$ cat src/key_edge_interrupt_map.svh
// register offsets, field positions and reset values of the key interrupt block
`ifndef KEY_EDGE_INTERRUPT_MAP_SVH
`define KEY_EDGE_INTERRUPT_MAP_SVH

`define KEI_OFF_ENABLE    12'h000
`define KEI_OFF_FLAG      12'h004
`define KEI_OFF_LEVEL     12'h008
`define KEI_OFF_REDIRECT  12'h00c
`define KEI_OFF_STATUS    12'h010
`define KEI_OFF_MASK      12'h014

`define KEI_ENABLE_RESET  8'h00
`define KEI_FLAG_RESET    6'h00
`define KEI_REDIRECT_RESET 1'b0
`define KEI_MASK_RESET    2'h0

`define KEI_BASE_CH       4
`define KEI_FLAG_CH       6
`define KEI_ST_EDGE       0
`define KEI_ST_FLAGGED    1
`define KEI_HTRANS_NONSEQ 2'h2
`define KEI_HSIZE_WORD    3'h2

`endif

$ cat src/key_edge_interrupt_pkg.sv
// types shared by the key interrupt block
package key_edge_interrupt_pkg;

    typedef struct packed {
        logic [7:0]  sync_a;
        logic [7:0]  sync_b;
        logic [7:0]  key_prev;
        logic [7:0]  key_enable_reg;
        logic [5:0]  key_flag_reg;
        logic        pin_redirect_reg;
        logic [1:0]  irq_status;
        logic [1:0]  irq_mask;
        logic        key_irq;
        logic        dp_valid;
        logic        dp_write;
        logic [11:0] dp_addr;
        logic [31:0] hrdata;
    } state_t;

endpackage : key_edge_interrupt_pkg

$ cat src/key_edge_interrupt.sv
// key edge interrupt block with AHB-Lite register slave
//
// Our own choices: the AHB-Lite interface to the registers and the address map.
`timescale 1ns/1ps
`default_nettype none
`include "key_edge_interrupt_map.svh"

// How it works
// - any edge on an enabled key channel with its pin present raises the shared key interrupt if its status bit is unmasked in irq_mask
// - eight enable bits, one per channel; only enabled channels contribute
// - event flags latch for channels zero to five only; six, seven have none
// - four channels by default, eight when redirection assigns the extra pins
module key_edge_interrupt #(
    parameter int CHANNELS = 8
) (
    input  wire logic        clk_sys,
    input  wire logic        rst,
    input  wire logic [7:0]  key_in,
    input  wire logic        hsel,
    input  wire logic [31:0] haddr,
    input  wire logic [1:0]  htrans,
    input  wire logic        hwrite,
    input  wire logic [2:0]  hsize,
    input  wire logic [31:0] hwdata,
    input  wire logic        hready,
    output logic             hreadyout,
    output logic             hresp,
    output logic [31:0]      hrdata,
    output logic             key_irq
);

    key_edge_interrupt_pkg::state_t cur;
    key_edge_interrupt_pkg::state_t next_cur;

    logic [7:0] pin_present;
    logic [7:0] edge_hit;
    logic [5:0] flag_set;
    logic [5:0] flag_keep;
    logic       any_edge;
    logic       wr_en;

    // channels four to seven exist only when redirected to pins
    genvar g;
    generate
        for (g = 0; g < CHANNELS; g++) begin : g_ch
            if (g < `KEI_BASE_CH) begin : g_base
                assign pin_present[g] = 1'b1;
            end else begin : g_extra
                assign pin_present[g] = cur.pin_redirect_reg;
            end
            assign edge_hit[g] = (cur.sync_b[g] ^ cur.key_prev[g])
                               & cur.key_enable_reg[g] & pin_present[g];
        end
    endgenerate

    assign any_edge = |edge_hit;
    assign flag_set = edge_hit[`KEI_FLAG_CH-1:0];
    assign wr_en    = cur.dp_valid & cur.dp_write;

    always_comb begin
        next_cur          = cur;
        flag_keep         = cur.key_flag_reg;
        next_cur.sync_a   = key_in;
        next_cur.sync_b   = cur.sync_a;
        next_cur.key_prev = cur.sync_b;

        // data phase write; the set below wins over a clear in the same cycle
        if (wr_en) begin
            if (cur.dp_addr == `KEI_OFF_ENABLE) begin
                next_cur.key_enable_reg = hwdata[7:0];
            end else if (cur.dp_addr == `KEI_OFF_FLAG) begin
                flag_keep = cur.key_flag_reg & hwdata[5:0];
            end else if (cur.dp_addr == `KEI_OFF_REDIRECT) begin
                next_cur.pin_redirect_reg = hwdata[0];
            end else if (cur.dp_addr == `KEI_OFF_STATUS) begin
                next_cur.irq_status = cur.irq_status & ~hwdata[1:0];
            end else if (cur.dp_addr == `KEI_OFF_MASK) begin
                next_cur.irq_mask = hwdata[1:0];
            end
        end
        next_cur.key_flag_reg = flag_keep | flag_set;
        next_cur.irq_status[`KEI_ST_EDGE]    = next_cur.irq_status[`KEI_ST_EDGE] | any_edge;
        next_cur.irq_status[`KEI_ST_FLAGGED] = next_cur.irq_status[`KEI_ST_FLAGGED]
                                             | (|flag_set);
        next_cur.key_irq = |(next_cur.irq_status & cur.irq_mask);

        // address phase capture; slave never stalls
        if (hready) begin
            next_cur.dp_valid = hsel & (htrans == `KEI_HTRANS_NONSEQ);
            next_cur.dp_write = hwrite;
            next_cur.dp_addr  = haddr[11:0];
            next_cur.hrdata   = 32'h0000_0000;
            if (hsel && htrans == `KEI_HTRANS_NONSEQ && !hwrite) begin
                if (haddr[11:0] == `KEI_OFF_ENABLE) begin
                    next_cur.hrdata[7:0] = cur.key_enable_reg;
                end else if (haddr[11:0] == `KEI_OFF_FLAG) begin
                    next_cur.hrdata[5:0] = cur.key_flag_reg;
                end else if (haddr[11:0] == `KEI_OFF_LEVEL) begin
                    next_cur.hrdata[7:0] = cur.sync_b & pin_present;
                end else if (haddr[11:0] == `KEI_OFF_REDIRECT) begin
                    next_cur.hrdata[0] = cur.pin_redirect_reg;
                end else if (haddr[11:0] == `KEI_OFF_STATUS) begin
                    next_cur.hrdata[1:0] = cur.irq_status;
                end else if (haddr[11:0] == `KEI_OFF_MASK) begin
                    next_cur.hrdata[1:0] = cur.irq_mask;
                end
            end
        end
    end

    always_ff @(posedge clk_sys) begin
        if (rst) begin
            cur                  <= '0;
            cur.key_enable_reg   <= `KEI_ENABLE_RESET;
            cur.key_flag_reg     <= `KEI_FLAG_RESET;
            cur.pin_redirect_reg <= `KEI_REDIRECT_RESET;
            cur.irq_mask         <= `KEI_MASK_RESET;
        end else begin
            cur <= next_cur;
        end
    end

    // zero wait states: the response registers are constant
    always_ff @(posedge clk_sys) begin
        hreadyout <= 1'b1;
        hresp     <= 1'b0;
    end

    assign hrdata  = cur.hrdata;
    assign key_irq = cur.key_irq;

endmodule : key_edge_interrupt

`default_nettype wire

$ cat config.mk
export PLATFORM = sky130hd
export DESIGN_NAME = key_edge_interrupt
export DESIGN_NICKNAME = d
export VERILOG_FILES = /design/src/key_edge_interrupt_pkg.sv /design/src/key_edge_interrupt.sv
export VERILOG_INCLUDE_DIRS = /design/src
export SDC_FILE = /design/constraint.sdc
export NUM_CORES = 1
export LEC_CHECK = 0
export ABC_AREA = 0
export BUFFER_PORTS_ARGS = -buffer_cell sky130_fd_sc_hd__buf_2
export CAP_MARGIN = 30
export CORE_MARGIN = 1
export CORE_UTILIZATION = 39
export DETAILED_ROUTE_END_ITERATION = 6
export PLACE_DENSITY = 0.78
export SYNTH_ARGS = -nofsm -noshare
export SYNTH_HDL_FRONTEND = slang
export SYNTH_SLANG_ARGS = --single-unit
export TNS_END_PERCENT = 1
$ cat constraint.sdc
create_clock -name clk_sys -period 2.8 [get_ports clk_sys]
set_clock_uncertainty 0.1 [all_clocks]
set_input_delay 0 -clock clk_sys [delete_from_list [all_inputs] [get_ports clk_sys]]
set_output_delay 0 -clock clk_sys [all_outputs]
set_load 0.02 [all_outputs]
==> results.json <==
{
  "outcome": "completed",
  "synthSimpleGateAreaFrac": 0.201,
  "ys_warn_count": 0,
  "grt_pass1_vias": 2094,
  "die_x_um": 87.1,
  "drc_errors": 0,
  "rows": 30,
  "synth_top_family_by_area": "simple AND/OR/NAND/NOR gates",
  "layout_commonest_cell": "dfxtp_1",
  "cts_tree": "yes",
  "ys_types": 35,
  "synth_area_um2": 2820,
  "critical_path_arrival_ns": 2.20,
  "hold_viol": 0,
  "antenna_found_initial": 0,
  "gr-total-overflow": 0,
  "relSlewSlack": 0.600,
  "cp_slowest_stage_delay_ns": 0.56,
  "hold_path.class": "in2reg",
  "cp-start-kind": "register",
  "post-route-period-util": 0.742,
  "via_count": 2231,
  "final_cells": 477,
  "io_pins": 117,
  "critPathRequiredTime_ns": 2.92,
  "fin_setup_tns_ns": 0,
  "fmax_mhz": 481,
  "setup_ws_ns": 0.722,
  "layout_common_cells": "66 x dfxtp_1, 43 x buf_2, 41 x dlygate4sd3_1",
  "rsz0062_at_grt": "false",
  "synth_compound_area_frac": 0.0904,
  "start_util": 0.409,
  "synth_edf_count": 0,
  "antenna_cells": 0,
  "critical_path.slowest_cell": "nand3_1",
  "synth.avg_cell_area_um2": 9.38,
  "vias_per_cell": 4.68,
  "port_buffers": 43,
  "async_flop_share": 0,
  "die_h_um": 87.1,
  "cap_violations": 0,
  "routabilityCongestion": 0.830,
  "clock_sinks": 66,
  "dp_slack_ns": 0.765,
  "n_fill_cell": 613,
  "grt_use_total": 0.174,
  "min_period_ns": 2.08,
  "ys_seq_area_frac": 0.468,
  "cts_inserted_buffers": 9,
  "wirelength_mm": 6.02,
  "cts_post_setup_buffers_inserted": 0,
  "grt_max_degree": 46,
  "cts_root_buf": "clkbuf_8",
  "crit_fanout": 8,
  "crit_buf_inv": 0,
  "critPathCaptureType": "register",
  "dpl.hpwl_mm": 3.65,
  "syn_inst": 301,
  "layout-drive-gt1-share": 0.168,
  "syn_to_final_growth_pct": 25.4,
  "dr.first_iter.drc_count": 229,
  "wl_per_cell_um": 12.6,
  "path_delay_family": "simple AND/OR/NAND/NOR gates",
  "synth.ff_latch_count": 66,
  "dp.cells": 420,
  "die-area_um2": 7590,
  "drt_pre_antenna_iters": 4,
  "synthFlopType": "dfxtp_1",
  "core_um2": 6910,
  "finalNetCount": 458,
  "path_clk_slew_ns": 0.07,
  "powerDensity_nw_per_um2": 530,
  "path_class": "reg2reg",
  "cts.path.max_buffers": 2,
  "worstMarginPinSlew_ns": 0.599,
  "path_cells": "nor4_1 > nand3_1 > mux2i_1 > nor2_1",
  "finalMaxSlewViolations": 0,
  "yosys.area_share.xor_xnor": 0.0248,
  "synthMuxAreaShare": 0.100,
  "ant_nets": 0,
  "ir_drop_uv": 253,
  "p_leak_nw": 1.63,
  "grt_first_pass_wirelength_mm": 9.83,
  "worstSkewPairLatency_ns": 0.34,
  "ctsHtreeMaxLevel": 3,
  "setup_viol": 0,
  "synthAdderAreaFrac": 0
}
==> worst reg2reg max path, cell delays in order (launching register included) <==
cell and delay, ns:
dfxtp_1 0.38, nor4_1 0.55, nand3_1 0.57, mux2i_1 0.33
nor2_1 0.06
==> what timing repair did <==
action,in CTS,in global routing
hold buffers,41,0
gates resized for setup,0,0
hold endpoints to repair,43,0
==> state kept, by name, indices dropped and copies added, names as in the netlist <==
name	flops
cur	57
hrdata	8
key_irq	1
==> kinds of logic (layout without fill, tap and decap cells) <==
group | count (synthesis) | in the layout
multiplexers | 27 | 27
flip-flops | 66 | 66
XOR/XNOR | 8 | 8
AO/OA/AOI/OAI | 43 | 43
other | 2 | 26
buffers and inverters | 51 | 107
AND/OR/NAND/NOR | 104 | 104
==> layout make-up <==
cell class | instances | area (um^2) | area share
well taps | 96 | 120 | 0.0339
inverters | 6 | 22.5 | 0.00636
clock inverters | 4 | 27.5 | 0.00777
flip-flops and latches | 66 | 1320 | 0.373
clock buffers | 12 | 145 | 0.0410
multi-input cells | 208 | 1270 | 0.359
repair buffers | 85 | 633 | 0.179
==> path summary, 6_finish.rpt <==
kind                        start                    to  slack, ns  cells after the start
min                      haddr[3]  cur[35]$_SDFFE_PP0P_       0.03                      3
max reg2reg  cur[35]$_SDFFE_PP0P_  cur[61]$_SDFFE_PP0P_       0.72                      4
max          cur[35]$_SDFFE_PP0P_  cur[61]$_SDFFE_PP0P_       0.72                      4
min reg2reg    cur[84]$_SDFF_PP0_    cur[76]$_SDFF_PP0_       0.34                      1
==> per-stage QoR <==
stage | utilization | total power [W] | hold WS (ns) | instance area (um^2)
5_1_grt | 0.513 | 0.00196 | 0.0499 | 3540
2_1_floorplan | - | 0.00113 | -0.0187 | 2910
3_5_place_dp | 0.428 | 0.00115 | 0.113 | 2960
4_1_cts | 0.513 | 0.00188 | 0.00572 | 3540
6_report | 0.513 | 0.00188 | 0.0297 | 3540
3_3_place_gp | 0.428 | 0.00114 | 0.113 | 2960
==> report_power, final <==
| group | switching (W) | internal [W] | total, W |
|---|---|---|---|
| clock | 0.000355 | 0.000344 | 0.000699 |
| sequential | 0.0000180 | 0.000964 | 0.000982 |
| combinational | 0.000106 | 0.0000921 | 0.000198 |
==> cells in the mapped netlist (2+ instances only) <==
| library cell | n | share of area |
|---|---|---|
| dfxtp_1 | 66 | 0.47 |
| nor2_1 | 36 | 0.048 |
| buf_4 | 34 | 0.090 |
| nor2b_1 | 27 | 0.060 |
| mux2i_1 | 26 | 0.092 |
| nand2_1 | 18 | 0.024 |
| a21oi_1 | 16 | 0.028 |
| o21ai_0 | 11 | 0.019 |
| o31ai_1 | 9 | 0.024 |
| clkbuf_1 | 8 | 0.011 |
| xor2_1 | 8 | 0.025 |
| inv_1 | 6 | 0.0080 |
| nand3_1 | 4 | 0.0071 |
| nor4_1 | 3 | 0.0066 |
| a22o_1 | 2 | 0.0062 |
| a31oi_1 | 2 | 0.0044 |
| and3_1 | 2 | 0.0044 |
| buf_1 | 2 | 0.0027 |
| conb_1 | 2 | 0.0027 |
| nand4_1 | 2 | 0.0044 |
| nand4b_1 | 2 | 0.0062 |
| nor3_1 | 2 | 0.0035 |
==> metal layers <==
metal / track usage / share of wire / vias up
met1: 0.197 / 0.41 / 977
met5: 0 / 0 / -
met2: 0.277 / 0.47 / 117
met3: 0.0654 / 0.078 / 30
li1: - / - / 1107
met4: 0.107 / 0.042 / 0
Power figures use the tool's default switching activity.
